$ cat src/cce_pkg.sv
/*
  Constants, types and helpers shared by the configurable CRC engine.
  Assumes an APB slave with 32-bit data and byte addresses in the low
  address bits; every register sits on an aligned word.
*/
// How it works
// - accumulator width is poly_length_field plus one, up to 16 bits.
// - top and bottom polynomial terms forced to one; middle from poly_coeff_reg.
// - poly_coeff_reg bit 0 reads zero but counts as one.
// - only input bits up to word_width_field are used, others ignored.
// - bit_order_select clear shifts MSb first, set shifts LSb first.
// - software seeds by writing check_accumulator before starting.
// - writing input_word_low loads the shifter; high byte alone starts nothing.
// - words pass through staging_shifter into the accumulator with XOR taps.
// - the result stays readable in check_accumulator bits 15:0.
// - data comes from software writes or from the memory scanner.
// - any polynomial up to 16 bits with a constant term of one is programmable.
// - augment_zeros_mode appends polynomial-length zero bits after the data.
// - check_done_flag sets on every busy fall, cleared only by software.
// - LSb-first plus augmentation leaves the result bit-reversed.
package cce_pkg;

  localparam int ACC_W = 16;
  localparam int FLD_W = 4;

  // register byte offsets
  localparam logic [7:0] CCE_CTRL0_OFS = 8'h00;
  localparam logic [7:0] CCE_CTRL1_OFS = 8'h04;
  localparam logic [7:0] CCE_POLY_OFS  = 8'h08;
  localparam logic [7:0] CCE_ACC_OFS   = 8'h0c;
  localparam logic [7:0] CCE_DATA_OFS  = 8'h10;
  localparam logic [7:0] CCE_STAT_OFS  = 8'h14;

  // check_control0 bit positions
  localparam int C0_EN   = 0;
  localparam int C0_GO   = 1;
  localparam int C0_BUSY = 2;
  localparam int C0_AUGM = 3;
  localparam int C0_LSB  = 4;
  localparam int C0_FULL = 5;

  // check_control1 field positions
  localparam int C1_WORD_WIDTH_FIELD_LSB = 0;
  localparam int C1_POLY_LENGTH_FIELD_LSB = 4;

  // status and byte lanes
  localparam int ST_DONE   = 0;
  localparam int LANE_LOW  = 0;
  localparam int LANE_HIGH = 1;

  // reset values and the forced polynomial bit 0
  localparam logic [15:0]      POLY_RST = 16'h0000;
  localparam logic [15:0]      ACC_RST  = 16'h0000;
  localparam logic [FLD_W-1:0] WORD_WIDTH_FIELD_RST = 4'h7;
  localparam logic [FLD_W-1:0] POLY_LENGTH_FIELD_RST = 4'hf;
  localparam logic [15:0]      POLY_LSB = 16'h0001;

  typedef enum logic [1:0] {
    CCE_IDLE  = 2'b00,
    CCE_SHIFT = 2'b01,
    CCE_AUGM  = 2'b11
  } cce_state_e;

  typedef struct packed {
    logic             aug;
    logic             lsb;
    logic [FLD_W-1:0] word_width_field;
    logic [FLD_W-1:0] poly_length_field;
  } cce_cfg_s;

  // ones in the low f+1 bits
  function automatic logic [15:0] cce_len_mask(input logic [FLD_W-1:0] f);
    cce_len_mask = 16'hffff >> (4'hf - f);
  endfunction

endpackage

$ cat src/cce_shifter.sv
/*
  Staging shifter: holds one input word and hands it out bit by bit.
  Assumes the caller steps it only while a word is loaded and keeps the
  configuration steady for the length of a word.
*/
`timescale 1ns/1ns
`default_nettype none
module cce_shifter (
  input  wire logic             clk,
  input  wire logic             rst_n,
  input  wire logic             load,
  input  wire logic [15:0]      word,
  input  wire cce_pkg::cce_cfg_s cfg,
  input  wire logic             step,
  output logic                  bit_o,
  output logic                  last_o
);
  import cce_pkg::*;

  logic [15:0]      word_q;
  logic [FLD_W-1:0] cnt_q;
  logic [FLD_W-1:0] msb_idx;

  // bit pick: MSb end sits at the data length, not at bit 15
  assign msb_idx = cfg.word_width_field - cnt_q;
  assign bit_o   = cfg.lsb ? word_q[cnt_q] : word_q[msb_idx];
  assign last_o  = (cnt_q == cfg.word_width_field);

  // load masks away bits above the data length
  always_ff @(posedge clk) begin
    if (!rst_n) begin
      word_q <= 16'h0000;
      cnt_q  <= 4'h0;
    end else if (load) begin
      word_q <= word & cce_len_mask(cfg.word_width_field);
      cnt_q  <= 4'h0;
    end else if (step) begin
      cnt_q <= cnt_q + 4'h1;
    end
  end

endmodule
`default_nettype wire

$ cat src/cce_accum.sv
/*
  Check accumulator with XOR feedback taps.
  Assumes a seed write and a shift step never matter in the same cycle;
  the seed wins if they meet.
*/
`timescale 1ns/1ns
`default_nettype none
module cce_accum (
  input  wire logic             clk,
  input  wire logic             rst_n,
  input  wire logic             seed_we,
  input  wire logic [15:0]      seed,
  input  wire logic             step,
  input  wire logic             din,
  input  wire cce_pkg::cce_cfg_s cfg,
  input  wire logic [15:0]      poly,
  output logic [15:0]           acc_o
);
  import cce_pkg::*;

  logic [15:0] acc_q;
  logic [15:0] mask;
  logic [15:0] taps;
  logic [15:0] shifted;
  logic        fb;

  // width follows the length field; x^n is the bit shifted out
  assign mask    = cce_len_mask(cfg.poly_length_field);
  assign taps    = (poly | POLY_LSB) & mask;
  assign fb      = acc_q[cfg.poly_length_field];
  assign shifted = {acc_q[14:0], din} & mask;
  assign acc_o   = acc_q;

  always_ff @(posedge clk) begin
    if (!rst_n) begin
      acc_q <= ACC_RST;
    end else if (seed_we) begin
      acc_q <= seed;
    end else if (step) begin
      acc_q <= fb ? (shifted ^ taps) : shifted;
    end
  end

endmodule
`default_nettype wire

$ cat src/cce_top.sv
/*
  Configurable CRC engine with an APB register port and a scanner port.
  Assumes the scanner runs on the same clock and offers one word per
  strobe only while scan_full is low.
*/
// Decided for this implementation: the address map and the APB slave port.
`timescale 1ns/1ns
`default_nettype none
module cce_top #(
  parameter int AW = 8
) (
  input  wire logic          clk,
  input  wire logic          rst_n,
  input  wire logic          psel,
  input  wire logic          penable,
  input  wire logic          pwrite,
  input  wire logic [AW-1:0] paddr,
  input  wire logic [31:0]   pwdata,
  input  wire logic [3:0]    pstrb,
  output logic [31:0]        prdata,
  output logic               pready,
  output logic               pslverr,
  input  wire logic          scan_wr,
  input  wire logic [15:0]   scan_word,
  output logic               scan_full,
  output logic               crc_go,
  output logic               crc_busy,
  output logic               check_done
);
  import cce_pkg::*;

  if (AW < 8) begin : g_aw_chk
    $error("cce_top: AW must be at least 8");
  end

  function automatic logic hit(input logic [AW-1:0] a, input logic [7:0] ofs);
    hit = (a == AW'(ofs));
  endfunction

  // apb state
  logic             pready_q;
  logic             pslverr_q;
  logic [31:0]      prdata_q;
  // control state
  logic             en_q;
  logic             go_q;
  logic             aug_q;
  logic             lsb_q;
  logic [FLD_W-1:0] word_width_field_q;
  logic [FLD_W-1:0] poly_length_field_q;
  logic [15:0]      poly_q;
  logic [15:0]      in_q;
  logic             pend_q;
  logic             aug_pend_q;
  logic [FLD_W-1:0] zcnt_q;
  logic             busy_q;
  logic             done_q;
  cce_state_e       state_q;
  cce_state_e       state_d;

  cce_cfg_s         cfg;
  logic [15:0]      acc;
  logic             sh_bit;
  logic             sh_last;

  // bus decode: one wait state, answer from flops
  logic             setup_acc;
  logic             wr_fire;
  logic             rd_sel;
  logic             h_c0;
  logic             h_c1;
  logic             h_poly;
  logic             h_acc;
  logic             h_data;
  logic             h_stat;
  logic             mapped;
  assign setup_acc = psel & penable & ~pready_q;
  assign wr_fire   = psel & penable & pready_q & pwrite;
  assign h_c0      = hit(paddr, CCE_CTRL0_OFS);
  assign h_c1      = hit(paddr, CCE_CTRL1_OFS);
  assign h_poly    = hit(paddr, CCE_POLY_OFS);
  assign h_acc     = hit(paddr, CCE_ACC_OFS);
  assign h_data    = hit(paddr, CCE_DATA_OFS);
  assign h_stat    = hit(paddr, CCE_STAT_OFS);
  assign mapped    = h_c0 | h_c1 | h_poly | h_acc | h_data | h_stat;
  assign rd_sel    = setup_acc & ~pwrite;

  // read view; unmapped reads give zero
  logic [31:0]      c0_view;
  logic [31:0]      c1_view;
  logic [31:0]      rdata_w;
  assign c0_view = (32'(en_q) << C0_EN) | (32'(go_q) << C0_GO)
                 | (32'(busy_q) << C0_BUSY) | (32'(aug_q) << C0_AUGM)
                 | (32'(lsb_q) << C0_LSB) | (32'(pend_q) << C0_FULL);
  assign c1_view = (32'(word_width_field_q) << C1_WORD_WIDTH_FIELD_LSB) | (32'(poly_length_field_q) << C1_POLY_LENGTH_FIELD_LSB);
  assign rdata_w = h_c0   ? c0_view :
                   h_c1   ? c1_view :
                   h_poly ? {16'h0000, poly_q} :
                   h_acc  ? {16'h0000, acc} :
                   h_data ? {16'h0000, in_q} :
                   h_stat ? (32'(done_q) << ST_DONE) : 32'h0000_0000;

  always_ff @(posedge clk) begin
    if (!rst_n) begin
      pready_q  <= 1'b0;
      pslverr_q <= 1'b0;
      prdata_q  <= 32'h0000_0000;
    end else begin
      pready_q  <= setup_acc;
      pslverr_q <= setup_acc & ~mapped;
      if (rd_sel) begin
        prdata_q <= rdata_w;
      end
    end
  end

  // write strobes per register and lane
  logic             w_c0;
  logic             w_c1;
  logic             w_poly_l;
  logic             w_poly_h;
  logic             w_acc;
  logic             w_stat;
  logic             w_dat_l;
  logic             w_dat_h;
  logic             sw_trig;
  logic             sc_trig;
  logic             go_d;
  assign w_c0     = wr_fire & h_c0 & pstrb[LANE_LOW];
  assign w_c1     = wr_fire & h_c1 & pstrb[LANE_LOW];
  assign w_poly_l = wr_fire & h_poly & pstrb[LANE_LOW];
  assign w_poly_h = wr_fire & h_poly & pstrb[LANE_HIGH];
  assign w_acc    = wr_fire & h_acc & (pstrb[LANE_LOW] | pstrb[LANE_HIGH]);
  assign w_stat   = wr_fire & h_stat & pstrb[LANE_LOW] & pwdata[ST_DONE];
  // full input register refuses further words
  assign w_dat_l  = wr_fire & h_data & pstrb[LANE_LOW] & ~pend_q;
  assign w_dat_h  = wr_fire & h_data & pstrb[LANE_HIGH] & ~pend_q;
  assign sw_trig  = w_dat_l;
  assign sc_trig  = scan_wr & ~pend_q & ~w_dat_l & ~w_dat_h;
  assign go_d     = w_c0 ? (pwdata[C0_EN] & pwdata[C0_GO]) : go_q;

  // seed assembled per byte lane
  logic [15:0] seed_w;
  assign seed_w = {pstrb[LANE_HIGH] ? pwdata[15:8] : acc[15:8],
                   pstrb[LANE_LOW] ? pwdata[7:0] : acc[7:0]};

  // configuration registers
  always_ff @(posedge clk) begin
    if (!rst_n) begin
      en_q   <= 1'b0;
      go_q   <= 1'b0;
      aug_q  <= 1'b0;
      lsb_q  <= 1'b0;
      word_width_field_q <= WORD_WIDTH_FIELD_RST;
      poly_length_field_q <= POLY_LENGTH_FIELD_RST;
      poly_q <= POLY_RST;
    end else begin
      go_q <= go_d;
      if (w_c0) begin
        en_q  <= pwdata[C0_EN];
        aug_q <= pwdata[C0_AUGM];
        lsb_q <= pwdata[C0_LSB];
      end
      if (w_c1) begin
        word_width_field_q <= pwdata[C1_WORD_WIDTH_FIELD_LSB +: FLD_W];
        poly_length_field_q <= pwdata[C1_POLY_LENGTH_FIELD_LSB +: FLD_W];
      end
      // bit 0 is not stored
      if (w_poly_l) begin
        poly_q[7:0] <= pwdata[7:0] & ~POLY_LSB[7:0];
      end
      if (w_poly_h) begin
        poly_q[15:8] <= pwdata[15:8];
      end
    end
  end

  assign cfg = '{aug: aug_q, lsb: lsb_q, word_width_field: word_width_field_q, poly_length_field: poly_length_field_q};

  // engine control
  logic             load_sh;
  logic             step_sh;
  logic             step_acc;
  logic             din;
  logic             zlast;
  assign zlast    = (zcnt_q == poly_length_field_q);
  assign load_sh  = go_q & pend_q & ((state_q == CCE_IDLE)
                  | ((state_q == CCE_SHIFT) & sh_last));
  assign step_sh  = (state_q == CCE_SHIFT);
  assign step_acc = (state_q == CCE_SHIFT) | (state_q == CCE_AUGM);
  assign din      = (state_q == CCE_AUGM) ? 1'b0 : sh_bit;

  // next state: a waiting word beats the zero tail
  always_comb begin
    state_d = state_q;
    case (state_q)
      CCE_IDLE: begin
        if (load_sh) begin
          state_d = CCE_SHIFT;
        end else if (aug_pend_q) begin
          state_d = CCE_AUGM;
        end
      end
      CCE_SHIFT: begin
        if (sh_last & ~load_sh) begin
          state_d = CCE_IDLE;
        end
      end
      CCE_AUGM: begin
        if (zlast) begin
          state_d = CCE_IDLE;
        end
      end
      default: begin
        state_d = CCE_IDLE;
      end
    endcase
  end

  logic busy_d;
  assign busy_d = (state_d != CCE_IDLE) | (pend_q & go_q) | aug_pend_q;

  // input word, pending word and augmentation bookkeeping
  always_ff @(posedge clk) begin
    if (!rst_n) begin
      in_q       <= 16'h0000;
      pend_q     <= 1'b0;
      aug_pend_q <= 1'b0;
      zcnt_q     <= 4'h0;
      state_q    <= CCE_IDLE;
    end else begin
      state_q <= state_d;
      if (w_dat_h) begin
        in_q[15:8] <= pwdata[15:8];
      end
      if (w_dat_l) begin
        in_q[7:0] <= pwdata[7:0];
      end
      if (sc_trig) begin
        in_q <= scan_word;
      end
      if (sw_trig | sc_trig) begin
        pend_q <= 1'b1;
      end else if (load_sh) begin
        pend_q <= 1'b0;
      end
      // zeros follow once software stops the run
      if (go_q & ~go_d & aug_q) begin
        aug_pend_q <= 1'b1;
      end else if ((state_q == CCE_AUGM) & zlast) begin
        aug_pend_q <= 1'b0;
      end
      if (state_q == CCE_AUGM) begin
        zcnt_q <= zcnt_q + 4'h1;
      end else begin
        zcnt_q <= 4'h0;
      end
    end
  end

  // done flag: set beats a same-cycle clear
  always_ff @(posedge clk) begin
    if (!rst_n) begin
      busy_q <= 1'b0;
      done_q <= 1'b0;
    end else begin
      busy_q <= busy_d;
      if (busy_q & ~busy_d) begin
        done_q <= 1'b1;
      end else if (w_stat) begin
        done_q <= 1'b0;
      end
    end
  end

  cce_shifter u_shift (
    .clk    (clk),
    .rst_n  (rst_n),
    .load   (load_sh),
    .word   (in_q),
    .cfg    (cfg),
    .step   (step_sh),
    .bit_o  (sh_bit),
    .last_o (sh_last)
  );

  cce_accum u_acc (
    .clk     (clk),
    .rst_n   (rst_n),
    .seed_we (w_acc),
    .seed    (seed_w),
    .step    (step_acc),
    .din     (din),
    .cfg     (cfg),
    .poly    (poly_q),
    .acc_o   (acc)
  );

  assign prdata     = prdata_q;
  assign pready     = pready_q;
  assign pslverr    = pslverr_q;
  assign scan_full  = pend_q;
  assign crc_go     = go_q;
  assign crc_busy   = busy_q;
  assign check_done = done_q;

endmodule
`default_nettype wire

$ cat config.mk
export PLATFORM = sky130hd
export DESIGN_NAME = cce_top
export DESIGN_NICKNAME = d
export VERILOG_FILES = /design/src/cce_pkg.sv /design/src/cce_shifter.sv /design/src/cce_accum.sv /design/src/cce_top.sv
export SDC_FILE = /design/constraint.sdc
export NUM_CORES = 1
export LEC_CHECK = 0
export BUFFER_PORTS_ARGS = -buffer_cell sky130_fd_sc_hd__buf_2
export CAP_MARGIN = 20
export CELL_PAD_IN_SITES_DETAIL_PLACEMENT = 0
export CELL_PAD_IN_SITES_GLOBAL_PLACEMENT = 1
export CORE_MARGIN = 3
export CORE_UTILIZATION = 43
export DETAILED_ROUTE_END_ITERATION = 8
export PLACE_DENSITY_LB_ADDON = 0.1
export SLEW_MARGIN = 10
export SYNTH_ARGS = -nofsm -noshare
export SYNTH_HDL_FRONTEND = slang
export SYNTH_HIERARCHICAL = 1
export SYNTH_SLANG_ARGS = --single-unit
$ cat constraint.sdc
create_clock -name clk -period 3.1 [get_ports clk]
set_clock_uncertainty 0.1 [all_clocks]
set_input_delay 0.31 -clock clk [delete_from_list [all_inputs] [get_ports clk]]
set_output_delay 0.31 -clock clk [all_outputs]
set_load 0.02 [all_outputs]
==> results of run 1 <==
## Yosys cell counts (all sizes together) (10+ instances only)
cell type  count  area, sq um
buf           30        205.2
a21o          13        97.59
clkbuf        48        181.4
mux2i         21        210.2
nand2         72        270.3
a22oi         18        160.2
nand3         36        180.2
inv           27        101.4
mux4          10        240.2
o21ai         47        235.2
o22ai         20        125.1
nor3          15        75.07
a21oi         54        270.3
mux2          17        191.4
o41ai         12        105.1
a211oi        11        87.58
xnor2         17        148.9
and2          18        115.1
nor2          30        112.6
dfxtp        107         2142
## repair_timing
item                                    CTS  global route
pin swaps                                 1             5
resized for setup                         1            10
endpoints found under the setup margin    1             1
buffers inserted                          0             2
## routing by layer
layer,wire length (microns),global-route usage (%),part of all wire (%)
met5,0,0,0
met4,434,7.571,2.1
met3,885,4.000,4.4
met2,9676,40.50,48
met1,9277,33.64,46
## how the worst max path moves through the flow
stage                                             end                          startpoint  cells after the start  slack [ns]
after floorplan           u_acc/acc_o[0]$_SDFFE_PN0P_  word_width_field_q[0]$_SDFFE_PN1P_                     11        0.24
after global placement    u_acc/acc_o[0]$_SDFFE_PN0P_  word_width_field_q[0]$_SDFFE_PN1P_                     11        0.08
after detailed placement  u_acc/acc_o[0]$_SDFFE_PN0P_  word_width_field_q[0]$_SDFFE_PN1P_                     11       0.006
after CTS                 u_acc/acc_o[0]$_SDFFE_PN0P_  word_width_field_q[0]$_SDFFE_PN1P_                     11        0.03
after global routing      u_acc/acc_o[0]$_SDFFE_PN0P_  word_width_field_q[0]$_SDFFE_PN1P_                     11      0.0008
final                     u_acc/acc_o[0]$_SDFFE_PN0P_  word_width_field_q[0]$_SDFFE_PN1P_                     11        0.11
## critical path, cell delays in order (launching register included)
cell and delay, ns:
dfxtp_4 0.35, inv_1 0.06, ha_2 0.17, inv_1 0.06
fa_2 0.63, mux4_2 0.52, mux2_4 0.29, a211oi_2 0.16
nor3b_2 0.09, and2_4 0.17, xnor2_1 0.12, a211oi_1 0.19
## flip-flops by register name, summed over array words and instances, names as in the netlist
name / flops
pready: 1
state_q: 2
u_shift/cnt_q: 4
crc_busy: 1
poly_length_field_q: 4
poly_q: 15
lsb_q: 1
scan_full: 1
en_q: 1
u_acc/acc_o: 16
zcnt_q: 4
word_width_field_q: 4
u_shift/word_q: 16
prdata: 16
pslverr: 1
crc_go: 1
aug_q: 1
aug_pend_q: 1
in_q: 16
check_done: 1
## metrics by stage
stage | std cells | instance area, sq um | util, % | setup slack (ns)
CTS | 971 | 6999 | 49.65 | 0.03151
global route | 973 | 7024 | 49.83 | 0.0007547
global placement | 956 | 6720 | 47.67 | 0.08086
floorplan | 760 | 6334 | - | 0.2389
finish | 973 | 7024 | 49.83 | 0.1116
detailed placement | 956 | 6720 | 47.67 | 0.005787
## cell families after synthesis
logic type | after synthesis | share of synthesized area, %
buffers and inverters | 105 | 7.773
adder cells (fa/ha/maj) | 6 | 1.316
other | 1 | 0.05974
AND/OR/NAND/NOR | 226 | 18.84
flip-flops | 107 | 34.12
multiplexers | 48 | 10.23
XOR/XNOR | 24 | 3.349
AO/OA/AOI/OAI | 228 | 24.32
## area by class of cell
cell class / count / area share (%)
clock inverters: 4 / 0.4809
multi-input cells: 548 / 53.01
flip-flops and latches: 107 / 30.55
repair buffers: 96 / 7.855
clock buffers: 11 / 3.456
inverters: 27 / 1.443
well taps: 180 / 3.206
## power breakdown
part | switching [uW] | internal, uW
Sequential | 14.8 | 1390
Combinational | 163 | 81.0
Clock | 538 | 571
Total | 715 | 2040
==> impl_results.md, run 1 <==
- Flops & latches, synth: 107
- Pre-antenna DRT Iters: 7
- Commonest non-fill, non-tap cells in the layout: dfxtp_1 (106), nand2_1 (72), buf_2 (69)
- Most common cell after layout, fill and taps aside: dfxtp_1
- Critical R2R Capture: u_acc/acc_o[0]$_SDFFE_PN0P_
- Final Hold Viols: 0
- Number of flops mapped to enable cells by yosys: 0
- Area of the multi-input gates: 3724 sq um
- Maximum VDD drop: 0.0002324 V
- Ys Warns: 6
- CTS tree: yes
- Unique masters post-synth: 72
- Clock latency on the worst-skew pair: 0.36 ns
- Worst r2r path cells: 11
- Storage cell area: 2146 sq um
- MaxCap Viol Count: 0
- Syn Inst Count: 745
- Worst hold slack: 0.1420 ns
- LEAKAGE: 0.002742 uW
- Die H: 126.8 microns
- WS Path Type: reg2reg
- Area growth, synth to finish: 11.90%
- Final RePlAce weighted congestion: 0.9171
- Starting density of the core: 44.53%
- Port bufs: 69
- Hold Path Sink: poly_q[13]$_SDFFE_PN0P_
- Share of cells above drive strength 1: 19.55%
- Worst hold path depth: 3
- Hold-fix buffers at CTS: 0
- Final min period: 2.988 ns
- Wire per inst: 20.84 microns
- HP Start: pwdata[13]
- Number of vias per cell: 6.024
- Fmax: 0.3346 GHz
- Syn_area_per_cell: 8.426 sq um
- First-pass GRT wire length: 31.38 mm
- Pin count of the biggest net entering global routing: 48
- Fin nets: 861
- Vias in the first global route: 5,587
- DRT iter0 DRCs: 573
- CTS Buf Count: 9
- Req. time, crit path: 3.28 ns
- Actual slew at the worst max-slew pin: 1.043 ns
- # DRC: 0
- Vias: 5,861
- Register area share after synthesis: 34.12%
- Routed Antenna Nets: 0
- Total gr overflow: 0
- Status: finished clean
- CP Max Fanout: 3
- Main synth FF type: dfxtp_1
- Worst setup SP type: flop
- CP Capture Type: flop
- Setup TNS: 0 ns
- Worst-path clk slew: 0.07 ns
- Hold Path Class: in2reg
- Die Area: 16,080 sq um
- Crit path arrival time: 3.17 ns
- Core Area: 14,100 sq um
- Final wirelength: 20.27 mm
- I/O pin count: 104
- GRT Overall Usage: 24.76%
- Dpl hpwl: 15.33 mm
- R2r setup slk: 0.11 ns
- Number of inserted diodes: 0
- Fill count: 1,409
- Die W: 126.8 microns
- R2r startpoint: word_width_field_q[0]$_SDFFE_PN1P_
- Clock buffer depth: 2
- Final setup viols: 0
- H-tree depth: 3
- PwrDens: 392.1 nW/um^2
- Initial antenna violation count: 0
- FP Rows: 43
- Worst rel slew slack: 30.25%
- Asr flop ratio synth: 0%
- Total power: 2754 uW
- RSZ-0062 raised after global routing: false
- Clock Root Buffer: clkbuf_16
- Mapped Area: 6277 sq um
- Clk sinks: 107
- Fin. max-slew vios: 0
- Fin crit share: 96.40%
Power figures use the tool's default switching activity.
==> run 2, diff against run 1 <==
- CORE_UTILIZATION: 43 -> 38
- clock period: 3.1 -> 2.5 ns (I/O delays scaled with it)
==> run 2 against run 1 <==
Die area rose by 13%. The flow now finishes with violations (negative setup slack). Power is 27% higher. Via count increased by 0.36%. Hold slack got worse by 0.053 ns. Worst setup slack got worse by 0.41 ns. Non-clock buffer count rose by 31.
==> impl_results.md, run 2 (synthesis results as in run 1) <==
- Clock latency on the worst-skew pair: 0.35 ns (was 0.36 ns)
- Hold Path Class: in2reg (unchanged)
- CTS Buf Count: 9 (unchanged)
- Most frequent CP cell: inv_2 (was inv_1)
- Actual slew at the worst max-slew pin: 0.7673 ns (was 1.043 ns)
- Final Hold Viols: 0 (unchanged)
- Crit path arrival time: 2.97 ns (was 3.17 ns)
- Worst hold slack: 0.08874 ns (was 0.1420 ns)
- CP Max Fanout: 4 (was 3)
- Number of vias per cell: 5.661 (was 6.024)
- I/O pin count: 104 (unchanged)
- Fmax: 0.3574 GHz (was 0.3346 GHz)
- Critical Path Slowest Stage Cell: fa_2 (unchanged)
- Area growth, synth to finish: 16.80% (was 11.90%)
- Clock Root Buffer: clkbuf_16 (unchanged)
- CP Capture Type: flop (unchanged)
- Vias in the first global route: 5,571 (was 5,587)
- H-tree depth: 3 (unchanged)
- Port bufs: 69 (unchanged)
- Fin. max-slew vios: 0 (unchanged)
- FP Rows: 46 (was 43)
- Worst path cell trace: inv_2 -> ha_4 -> inv_2 -> fa_2 -> mux4_2 -> mux2_4 -> a211oi_2 -> nor3b_1 -> and2_4 -> xnor2_1 -> a211oi_1 (was inv_1 -> ha_2 -> inv_1 -> fa_2 -> mux4_2 -> mux2_4 -> a211oi_2 -> nor3b_2 -> and2_4 -> xnor2_1 -> a211oi_1)
- Crit-path max cell delay: 0.60 ns (was 0.63 ns)
- Maximum VDD drop: 0.0004348 V (was 0.0002324 V)
- Worst-path clk slew: 0.07 ns (about the same)
- Inst Count DP: 1,025 (was 956)
- Fin nets: 892 (was 861)
- Routed Antenna Nets: 0 (unchanged)
- Top delay family on crit path: multiplexers (unchanged)
- Design area: 7332 sq um (was 7024 sq um)
- Vias: 5,882 (was 5,861)
- Wire per inst: 20.75 microns (was 20.84 microns)
- Post-Layout Cell Count: 1,039 (was 973)
- WS Path Type: reg2reg (unchanged)
- PwrDens: 476.4 nW/um^2 (was 392.1 nW/um^2)
- Dpl hpwl: 16.67 mm (was 15.33 mm)
- Pin count of the biggest net entering global routing: 41 (was 48)
- R2r startpoint: word_width_field_q[0]$_SDFFE_PN1P_ (unchanged)
- MaxCap Viol Count: 0 (unchanged)
- Req. time, crit path: 2.67 ns (was 3.28 ns)
- Initial antenna violation count: 0 (unchanged)
- Final setup viols: 1 (was 0)
- Final wirelength: 21.56 mm (was 20.27 mm)
- Worst rel slew slack: 48.79% (was 30.25%)
- R2r setup slk: -0.30 ns (was 0.11 ns)
- Worst r2r path cells: 11 (unchanged)
- Fin crit share: 111.9% (was 96.40%)
- Levels on crit path: 11 (unchanged)
- Critical Path End: u_acc/acc_o[0]$_SDFFE_PN0P_ (unchanged)
- Clk sinks: 107 (unchanged)
- First-pass GRT wire length: 32.80 mm (was 31.38 mm)
- Most common cell after layout, fill and taps aside: dfxtp_1 (unchanged)
- Clock buffer depth: 2 (unchanged)
- Die Area: 18,100 sq um (was 16,080 sq um)
- Setup TNS: -0.2980 ns (was 0 ns)
- Commonest non-fill, non-tap cells in the layout: dfxtp_1 (104), nand2_1 (72), buf_2 (69) (was dfxtp_1 (106), nand2_1 (72), buf_2 (69))
- Hold-fix buffers at CTS: 0 (unchanged)
- Buf+Inv Stages, Crit Path: 2 (unchanged)
- Final min period: 2.798 ns (was 2.988 ns)
- Final RePlAce weighted congestion: 0.9799 (was 0.9171)
- Core Area: 16,000 sq um (was 14,100 sq um)
- Status: finished, violations left (was finished clean)
- Die H: 134.5 microns (was 126.8 microns)
- Die W: 134.5 microns (was 126.8 microns)
- Failing checks: negative setup slack
- Starting density of the core: 39.23% (was 44.53%)
- GRT Overall Usage: 23.52% (was 24.76%)
- RSZ-0062 raised after global routing: true (was false)
- Setup ws final: -0.2980 ns (was 0.1116 ns)
- DRT iter0 DRCs: 600 (was 573)
- Pre-antenna DRT Iters: 5 (was 7)
- Placed Instance Area: 7044 sq um (was 6720 sq um)
- Worst setup SP type: flop (unchanged)
- HP Start: pwdata[10] (was pwdata[13])
- Critical R2R Capture: u_acc/acc_o[0]$_SDFFE_PN0P_ (unchanged)
- # DRC: 0 (unchanged)
- Number of inserted diodes: 0 (unchanged)
- Total gr overflow: 0 (unchanged)
- Pre-CTS setup slack: -0.3419 ns (was 0.005787 ns)
- Crit path from: word_width_field_q[0]$_SDFFE_PN1P_ (unchanged)
- LEAKAGE: 0.002902 uW (was 0.002742 uW)
- Share of cells above drive strength 1: 22.84% (was 19.55%)
- CTS tree: yes (unchanged)
-- run 2: changes by cell type in the layout (fill, tap and decap cells not counted), sizes merged --
| cell | change |
|---|---|
| clkbuf | +1 |
| inv | -2 |
| buf | +31 |
| bufinv | +1 |
| clkinv | -1 |
-- run 2: routing by layer --
layer	global-route usage (%)	vias to the layer above	wire length (microns)	part of all wire [%]
met1	32.47	2844	9770	45
li1	-	2844	-	-
met2	38.85	167	10360	48
met4	7.183	0	343	1.6
met3	2.683	27	1086	5.0
met5	0	-	0	0
-- run 2: worst reg2reg max path: stages, from the launching register on --
cell      delay [ns]
dfxtp_2         0.32
inv_2           0.05
ha_4            0.12
inv_2           0.03
fa_2            0.60
mux4_2          0.52
mux2_4          0.27
a211oi_2        0.14
nor3b_1         0.09
and2_4          0.17
xnor2_1         0.12
a211oi_1        0.18
-- run 2: cell type report --
class / count / area [sq um]
clock buffers: 12 / 246.5
clock inverters: 2 / 37.54
fillers: 1629 / 8668
inverters: 27 / 101.3
multi-input cells: 548 / 3737
flip-flops and latches: 107 / 2146
well taps: 216 / 270.3
repair buffers: 127 / 793.3
-- run 2: how the worst min path moves through the flow --
| stage | slack, ns | depth (start not counted) | endpoint |
|---|---|---|---|
| floorplan | 0.26 | 2 | u_acc/acc_o[15]$_SDFFE_PN0P_ |
| global placement | 0.34 | 1 | prdata[15]$_SDFFE_PN0P_ |
| detailed placement | 0.34 | 1 | prdata[14]$_SDFFE_PN0P_ |
| CTS | 0.08 | 3 | poly_q[10]$_SDFFE_PN0P_ |
| global route | 0.11 | 3 | poly_q[14]$_SDFFE_PN0P_ |
| finish | 0.09 | 3 | poly_q[10]$_SDFFE_PN0P_ |
-- run 2: repair_timing --
item,CTS,global route
gates resized for setup,0,2
setup endpoints to repair,1,5
setup buffers,0,0
-- run 2: stage by stage --
stage,util [%],total power (uW)
floorplan,-,1973
global placement,44.03,2080
detailed placement,44.03,2085
CTS,45.80,3507
global route,45.82,3604
finish,45.82,3493
-- run 2: where the power goes --
part / switching (uW) / total [uW] / internal (uW)
Combinational: 201 / 306 / 105
Sequential: 22.5 / 1740 / 1720
Clock: 648 / 1440 / 796
